**src/xis_pkg.sv**
```systemverilog
// Constants for the exchange, XOR and increment-with-skip instruction block
// Function
// - Swap working register with RAM nibble addressed by data_pointer.
// - Write RAM file pointer with its old value XOR the 4-bit immediate.
// - Increment RAM digit pointer by one, wrapping modulo sixteen.
// - When incremented digit pointer is zero, skip the following instruction.
package xis_pkg;
  localparam int NIB_W = 4;
  localparam int RAM_ADDR_W = 8;
  localparam logic [3:0] NIB_RESET = 4'h0;
  localparam logic [3:0] DIGIT_WRAP = 4'h0;
  localparam logic [3:0] DIGIT_STEP = 4'h1;
  localparam logic [7:0] ADDR_RESET = 8'h00;
  typedef enum logic [1:0] {
    XIS_IDLE = 2'b00,
    XIS_READ = 2'b01,
    XIS_WRITE = 2'b10
  } xis_state_type;
endpackage

```
**src/xis_ram_if.sv**
```systemverilog
// Interface carrying the data RAM nibble port between the block and its memory
`timescale 1ns/1ns
`default_nettype none
interface xis_ram_if;
  logic [7:0] addr;
  logic wr_en;
  logic [3:0] wr_data;
  logic [3:0] rd_data;
  modport ctrl (output addr, output wr_en, output wr_data, input rd_data);
  modport mem (input addr, input wr_en, input wr_data, output rd_data);
endinterface
`default_nettype wire

```
**src/xis_ram.sv**
```systemverilog
// Nibble-wide data RAM with registered read data
`timescale 1ns/1ns
`default_nettype none
module xis_ram #(
  parameter int DEPTH = 256
) (
  // Clock
  input wire logic clock,
  // Port
  xis_ram_if.mem port
);
  logic [3:0] mem_q [DEPTH];
  always_ff @(posedge clock) begin
    if (port.wr_en) begin
      mem_q[port.addr] <= port.wr_data;
    end
  end
  always_ff @(posedge clock) begin
    port.rd_data <= mem_q[port.addr];
  end
endmodule // xis_ram
`default_nettype wire

```
**src/xis_exec.sv**
```systemverilog
// Execution unit for the exchange, XOR and increment-with-skip instruction
`timescale 1ns/1ns
`default_nettype none
module xis_exec (
  // Clock and reset
  input wire logic clock,
  input wire logic rst,
  // Instruction request
  input wire logic start,
  input wire logic [3:0] imm,
  // Register preload
  input wire logic load,
  input wire logic [3:0] load_acc,
  input wire logic [3:0] load_file,
  input wire logic [3:0] load_digit,
  // RAM preload
  input wire logic ram_load,
  input wire logic [3:0] ram_load_data,
  // Register state
  output logic [3:0] acc_q,
  output logic [3:0] file_q,
  output logic [3:0] digit_q,
  // Completion
  output logic done_q,
  output logic skip_q
);
  // ------------------------------------------------------------
  // Storage
  // ------------------------------------------------------------
  xis_ram_if ram ();

  xis_ram #(
    .DEPTH(256)
  ) xis_ram_inst (
    .clock(clock),
    .port(ram.mem)
  );

  // ------------------------------------------------------------
  // Declarations
  // ------------------------------------------------------------
  xis_pkg::xis_state_type state_q;
  xis_pkg::xis_state_type state_d;
  logic [3:0] imm_q;
  logic [3:0] imm_d;
  logic [3:0] acc_d;
  logic [3:0] file_d;
  logic [3:0] digit_d;
  logic done_d;
  logic skip_d;
  logic [3:0] next_digit;
  logic [3:0] next_file;
  logic in_idle;
  logic in_read;
  logic in_write;
  logic take_start;
  logic take_load;
  logic take_ram_load;
  logic wraps;

  // ------------------------------------------------------------
  // Decode
  // ------------------------------------------------------------
  assign in_idle = (state_q == xis_pkg::XIS_IDLE);
  assign in_read = (state_q == xis_pkg::XIS_READ);
  assign in_write = (state_q == xis_pkg::XIS_WRITE);
  assign take_start = start && in_idle;
  assign take_load = load && in_idle;
  assign take_ram_load = ram_load && in_idle;

  // data_pointer is the file and digit pointers concatenated
  assign ram.addr = {file_q, digit_q};

  assign next_digit = digit_q + xis_pkg::DIGIT_STEP;
  assign wraps = (next_digit == xis_pkg::DIGIT_WRAP);

  // Per-bit exclusive OR of the file pointer with the latched immediate
  for (genvar b = 0; b < xis_pkg::NIB_W; b++) begin : g_file_xor
    assign next_file[b] = file_q[b] ^ imm_q[b];
  end

  // ------------------------------------------------------------
  // Sequencer
  // ------------------------------------------------------------
  always_comb begin
    state_d = state_q;
    unique case (state_q)
      xis_pkg::XIS_IDLE: begin
        if (start) begin
          state_d = xis_pkg::XIS_READ;
        end
      end
      xis_pkg::XIS_READ: begin
        state_d = xis_pkg::XIS_WRITE;
      end
      xis_pkg::XIS_WRITE: begin
        state_d = xis_pkg::XIS_IDLE;
      end
      default: begin
        state_d = xis_pkg::XIS_IDLE;
      end
    endcase
  end

  always_ff @(posedge clock or posedge rst) begin
    if (rst) begin
      state_q <= xis_pkg::XIS_IDLE;
    end else begin
      state_q <= state_d;
    end
  end

  // ------------------------------------------------------------
  // Immediate
  // ------------------------------------------------------------
  // Latched so that the pin may change while the instruction runs
  always_comb begin
    imm_d = imm_q;
    if (take_start) begin
      imm_d = imm;
    end
  end

  always_ff @(posedge clock or posedge rst) begin
    if (rst) begin
      imm_q <= xis_pkg::NIB_RESET;
    end else begin
      imm_q <= imm_d;
    end
  end

  // ------------------------------------------------------------
  // RAM write: old working register goes to M(data_pointer)
  // ------------------------------------------------------------
  // Read data of the old address was registered during the read state
  always_comb begin
    ram.wr_en = in_write || take_ram_load;
    ram.wr_data = in_write ? acc_q : ram_load_data;
  end

  // ------------------------------------------------------------
  // Working register
  // ------------------------------------------------------------
  always_comb begin
    acc_d = acc_q;
    if (in_write) begin
      acc_d = ram.rd_data;
    end else if (take_load) begin
      acc_d = load_acc;
    end
  end

  always_ff @(posedge clock or posedge rst) begin
    if (rst) begin
      acc_q <= xis_pkg::NIB_RESET;
    end else begin
      acc_q <= acc_d;
    end
  end

  // ------------------------------------------------------------
  // Pointers
  // ------------------------------------------------------------
  // Pointers update with the RAM write so the swap uses the old address
  always_comb begin
    file_d = file_q;
    if (in_write) begin
      file_d = next_file;
    end else if (take_load) begin
      file_d = load_file;
    end
  end

  always_comb begin
    digit_d = digit_q;
    if (in_write) begin
      digit_d = next_digit;
    end else if (take_load) begin
      digit_d = load_digit;
    end
  end

  always_ff @(posedge clock or posedge rst) begin
    if (rst) begin
      file_q <= xis_pkg::NIB_RESET;
    end else begin
      file_q <= file_d;
    end
  end

  always_ff @(posedge clock or posedge rst) begin
    if (rst) begin
      digit_q <= xis_pkg::NIB_RESET;
    end else begin
      digit_q <= digit_d;
    end
  end

  // ------------------------------------------------------------
  // Completion and skip
  // ------------------------------------------------------------
  // Skip is a pulse beside done; the fetch side acts on it
  always_comb begin
    done_d = in_write && !in_read;
    skip_d = in_write && wraps;
  end

  always_ff @(posedge clock or posedge rst) begin
    if (rst) begin
      done_q <= 1'b0;
    end else begin
      done_q <= done_d;
    end
  end

  always_ff @(posedge clock or posedge rst) begin
    if (rst) begin
      skip_q <= 1'b0;
    end else begin
      skip_q <= skip_d;
    end
  end
endmodule // xis_exec
`default_nettype wire

```
**config.mk**
```make
export PLATFORM = sky130hd
export DESIGN_NAME = xis_exec
export DESIGN_NICKNAME = d
export VERILOG_FILES = /design/src/xis_pkg.sv /design/src/xis_ram_if.sv /design/src/xis_ram.sv /design/src/xis_exec.sv
export SDC_FILE = /design/constraint.sdc
export NUM_CORES = 1
export LEC_CHECK = 0
export ABC_CLOCK_PERIOD_IN_PS = 3480
export BUFFER_PORTS_ARGS = -buffer_cell sky130_fd_sc_hd__buf_2
export CORE_ASPECT_RATIO = 1.1
export CORE_MARGIN = 2
export CORE_UTILIZATION = 40
export DETAILED_ROUTE_END_ITERATION = 8
export HOLD_SLACK_MARGIN = 0.06
export PLACE_DENSITY_LB_ADDON = 0.15
export SLEW_MARGIN = 25
export SYNTH_ARGS = -nofsm -noshare
export SYNTH_HDL_FRONTEND = slang
export SYNTH_HIERARCHICAL = 1
export SYNTH_SLANG_ARGS = --single-unit
export TNS_END_PERCENT = 5
```
**constraint.sdc**
```tcl
create_clock -name clock -period 3.48 [get_ports clock]
set_input_delay 0.696 -clock clock [delete_from_list [all_inputs] [get_ports clock]]
set_output_delay 0.696 -clock clock [all_outputs]
set_load 0.02 [all_outputs]
```
==> Word-level counts from Yosys, hierarchy flattened <==
Memory sizes are Yosys's and may differ from the RTL's. A register that Yosys moved wholly into a read port is not among the register bits.
Cells that the tools add are included.
{ "classes": {"shifts": 0, "order_cmp": 0, "div_mod_pow": 0, "muxes": 11, "n_reduce_logical": 10, "eq_ne": 3, "bitwise_logic": 4, "n_mul": 0, "addsub": 1} }
{ "ops": {"columns": ["operator", "n"], "rows": [
  ["4-bit 2-to-1 mux", 7],
  ["1-bit logical AND", 5],
  ["4-bit by 1-bit adder with 4-bit output, second input constant", 1],
  ["4-bit logical NOT", 1],
  ["2-bit case mux with 2 select lines", 1],
  ["1-bit XOR", 4],
  ["2-bit by 1-bit == test with 1-bit output, second input constant", 1],
  ["2-bit == test, second input constant", 1],
  ["2-bit logical NOT", 1],
  ["1-bit 2-to-1 mux", 2],
  ["2-bit 2-to-1 mux", 1],
  ["2-bit inequality test, second input constant", 1],
  ["2-bit nonzero test", 1],
  ["1-bit logical NOT", 1],
  ["1-bit logical OR", 1]
]} }
{ "word_totals": {"latchBits": 0, "mem_bits_rw": 1024, "reg_bits": 20, "memories": 1, "rom_bits": 0, "out_inout_bits": 14, "elab_cells": 37} }
{ "memory_table": {"columns": ["name", "depth", "word_bits", "rd", "rd_clocked_by_memory_dff", "write_ports", "line", "rtl"], "rows": [
  ["xis_ram_inst.mem_q", 256, 4, 1, 1, 1, "xis_ram.sv:12", "logic [3:0] mem_q [DEPTH];"]
]} }

==> Depth between registers and ports, before layout <==
{ "logic_depth": {"depth_word": 5, "depth_mapped": 10, "depth_no_buf": 6} }

==> Hierarchy <==
Netlist, hierarchy kept.
{ "modules_own_cells": {"columns": ["mod", "area_each_um2", "n_inst", "cells_each"], "rows": [
  ["xis_ram", 40002.1, 1, 1960],
  ["xis_exec", 1043.5, 1, 98]
]} }

==> Worst setup path after synthesis <==
No wires, ideal clock.
{ "synth_path": {"kind": "register -> register", "start": "register state_q[0]", "end": "memory xis_ram_inst.mem_q[0][0], data pin", "path_stages_with_launch": 4, "n_path_buf": 1, "t_arrival_ps": 2625, "t_required_ps": 2923, "setup_ps": 557, "path_slack_ps": 299, "period_less_slack_ps": 3181, "path_cell_list": "dfrtp_1 > nand2b_1 > clkbuf_1 > mux2_2"} }
{ "synth_via": {"elab_chain_cells": 2} }
{ "synth_lines": {"columns": ["item", "line", "rtl"], "rows": [
  ["start, declared", "xis_exec.sv:42", "xis_pkg::xis_state_type state_q;"],
  ["start signal, assigned", "xis_exec.sv:107", "state_q <= xis_pkg::XIS_IDLE;"],
  ["start signal, assigned", "xis_exec.sv:109", "state_q <= state_d;"],
  ["2-bit == test", "xis_exec.sv:66", "assign in_write = (state_q == xis_pkg::XIS_WRITE);"],
  ["4-bit 2-to-1 mux", "xis_exec.sv:138", "ram.wr_data = in_write ? acc_q : ram_load_data;"],
  ["named net ram.wr_data[0]", "xis_ram_if.sv:7", "logic [3:0] wr_data;"],
  ["end, declared", "xis_ram.sv:12", null]
]} }
The timed path passes the listed nets, and every way through them passes these cells.

==> impl_metrics.tcl <==
set metrics [dict create \
    run_status "finished clean" \
    yosys_synthesis_warning_count 6 \
    cts_repair_resize_count 0 \
    layout_min_cycle_time_ns 3.292 \
    fin_area_sq_mm 0.04746 \
    fraction_of_the_mapped_netlist_area_in_adder_cells 0.0006097 \
    fraction_of_synthesized_cell_area_taken_by_the_top_area_cell_type 0.7492 \
    cts_htree_levels 3 \
    grt_overflow 0 \
    r2r_start "digit_q[0]" \
    synth_compound_area_frac 0.03896 \
    rows 123 \
    vdd.ir_drop.worst_mv 0.3781 \
    dieArea_sq_mm 0.1052 \
    synth-main-ff-cell "edfxtp_1" \
    antenna_left 0 \
    hold_viol_final 0 \
    cts-root-buf "clkbuf_16" \
    design.final.nets 2235 \
    post_synth_and_or_nand_nor_area_fraction 0.03728 \
    fin_setup_tns_ns 0 \
    numCtsBuffers 103 \
    synth.cell_area_sq_mm 0.04105 \
    final.fill_count 8467 \
    yosys-mux-area-fraction 0.1427 \
    fin_hold_ws_ns 0.1689 \
    num_vias 20730 \
    synth_seq_area_share 0.7633 \
    power_density_mw_per_mm2 754.9 \
    clk-insertion-delay-late_ns 0.67 \
    routedWlPerCell_microns 28.08 \
    worst-r2r-cell-count 9 \
    worst_setup_path_startpoint "digit_q[0]" \
    async_reset_ff_frac 0.01908 \
    gp_congestion 0.8215 \
    ctsHoldBuffers 0 \
    synth_edf_count 1024 \
    grt_start_max_net_pins 83 \
    synthDistinctLibCells 45 \
    horizontal_extent_of_the_die_microns 309.4 \
    cts_max_path_buffers 3 \
    layout_worst_path_cycle_share 0.9460 \
    worstPathArrival_ns 3.81 \
    postCtsSetupRepairBufs 0 \
    tritoncts_clock_tree "built" \
    synth_xor_xnor_area_share 0.0004268 \
    synth_top_family_by_area "multiplexers" \
    cts.sinks 1048 \
    yosys_register_bits 1048 \
    share_of_final_layout_standard_cells_stronger_than_drive_strength_1 0.2722 \
    flow.area_growth_from_synthesis_pct 15.62 \
    totalWireLength_microns 102900 \
    drv.max_cap_violation_count 0 \
    critPathCaptureType "flip-flop" \
    path_max_fanout 18 \
    cts.reportedPaths.clkPinSlew_ns 0.07 \
    count_of_mapped_cells_out_of_synthesis 2058 \
    slew-limit-headroom 0.4622 \
    detailed_place.area_sq_mm 0.04395 \
    post_layout_worst_setup_margin_ns 0.1879 \
    grt_setup_unrepaired "false" \
    dieHeight_microns 340.0 \
    first_global_vias 21610 \
    critPathRequiredTime_ns 4.00 \
    core_area_sq_mm 0.1020 \
    first_pass_grt_wire_length_microns 149500 \
    drt_pre_antenna_iters 7 \
    dpl.hpwl_microns 66540 \
    synth.net_count 2085 \
    antenna_found_initial 3 \
    report.final.setup_viol 0 \
    post_drt_via_cell_ratio 5.656 \
    clock-skew-final_ns 0.01989 \
    ioPinCount 39 \
    crit_path_start_kind "flip-flop" \
    drc_errors 0 \
    regToRegSetupSlack_ns 0.19 \
    timing_worst_slew_pin_value_ns 0.8057 \
    slew_viol_final 0 \
    dpl_worst_slack_ns 0.1102 \
    first_iter_violations 2376 \
    fmaxAchievable_mhz 303.8 \
    globalRouteTotalUtil 0.1975 \
    synth.top_cells.by_area "edfxtp_1 75%, mux4_2 14%, a22oi_1 2.4%" \
    post-synth-top-area-cell "edfxtp_1" \
    worst_r2r_endpoint "xis_ram_inst/port.rd_data[3]" \
    min_path_type "in2async" \
    starting_density 0.4023 \
    worst_path_class_setup "reg2reg" \
    synth.avg_cell_area_sq_um 19.94 \
    port_buffers 38 \
    p_leak_uw 0.01467 \
]
-- metal layers --
layer | wire [microns] | share of wire | GRT usage | up-vias
met3 | 6639 | 0.065 | 0.03630 | 146
li1 | - | - | - | 8786
met1 | 42980 | 0.42 | 0.2708 | 11110
met5 | 13 | 0.00013 | 0 | -
met2 | 50410 | 0.49 | 0.3206 | 692
met4 | 2863 | 0.028 | 0.06331 | 2
-- cell usage in the layout, fill, tap and decap left out, drive strengths merged, types with 2 or more instances in the layout --
master / instances
o22ai: 3
or2: 2
nor2: 236
and2: 5
nand3b: 4
mux4: 256
edfxtp: 1024
nand2b: 9
ha: 2
or4: 5
nor3: 30
nand4: 4
dfxtp: 4
nand2: 37
a2bb2oi: 4
bufinv: 16
clkinv: 37
mux2: 8
nor2b: 8
nand3: 15
o21ai: 4
dfrtp: 20
a31oi: 2
o221ai: 4
a22oi: 130
clkinvlp: 3
buf: 188
o211ai: 4
a21oi: 68
clkbuf: 124
o41ai: 12
inv: 11
-- kinds of logic (layout without fill, tap and decap cells) --
family	Yosys count	after routing
multiplexers	264	264
AND/OR/NAND/NOR	360	360
AO/OA/AOI/OAI	234	234
flip-flops	1048	1048
other	0	1
XOR/XNOR	2	2
adder cells (fa/ha/maj)	2	2
buffers and inverters	148	379
-- metrics by stage --
step,std cells,util,total power (uW)
after global routing,3664,0.4651,37140
after detailed placement,3478,0.4308,24670
final,3665,0.4651,35820
after CTS,3664,0.4649,36190
after global placement,3478,0.4308,24660
after floorplan,2058,-,20860
-- how the worst max path moves through the flow --
stage,end,slack (ns),depth (start not counted)
final,xis_ram_inst/port.rd_data[3],0.19,9
after global routing,xis_ram_inst/port.rd_data[2],0.08,9
after global placement,xis_ram_inst/port.rd_data[0],0.07,10
after CTS,xis_ram_inst/port.rd_data[0],0.08,10
after floorplan,xis_ram_inst/mem_q[0][0],0.30,3
after detailed placement,xis_ram_inst/port.rd_data[0],0.11,8
-- cell type report --
type | count | area, sq um | area share
flip-flops and latches | 1048 | 31340 | 0.6603
well taps | 1375 | 1720 | 0.03625
diodes | 1 | 2.502 | 0.00005273
clock buffers | 124 | 2729 | 0.05750
clock inverters | 62 | 757.0 | 0.01595
inverters | 5 | 18.77 | 0.0003955
multi-input cells | 862 | 9126 | 0.1923
repair buffers | 188 | 1767 | 0.03723
-- flip-flops by register name (all words and copies together), names as in the netlist --
register                   flops
xis_ram_inst/mem_q          1024
acc_q                          4
digit_q                        4
file_q                         4
imm_q                          4
xis_ram_inst/port.rd_data      4
state_q                        2
done_q                         1
skip_q                         1
-- report_power, final --
part / switching [uW] / leakage [uW] / internal, uW
combinational: 5430 / 0.00346 / 4130
clock: 4740 / 0.00172 / 6780
sequential: 308 / 0.00949 / 14400
-- critical path, stage by stage, from the launching register on --
cell and delay, ns:
dfrtp_4 0.64, buf_12 0.23, buf_12 0.14, buf_12 0.19, mux4_2 0.51, a22oi_1 0.24
a21oi_1 0.12, buf_4 0.17, o41ai_1 0.74, nand4_1 0.15
-- cell usage after synthesis, types with 6 or more instances --
cell	instances
nor2b_1	8
nand2b_1	9
mux2_2	8
buf_4	6
o41ai_1	12
buf_6	11
clkbuf_1	90
nor3_1	30
edfxtp_1	1024
a21oi_1	68
nor2_1	236
buf_1	14
nand3_1	15
dfrtp_1	20
a22oi_1	130
nand2_1	37
buf_2	21
mux4_2	256
Power figures use the tool's default switching activity.
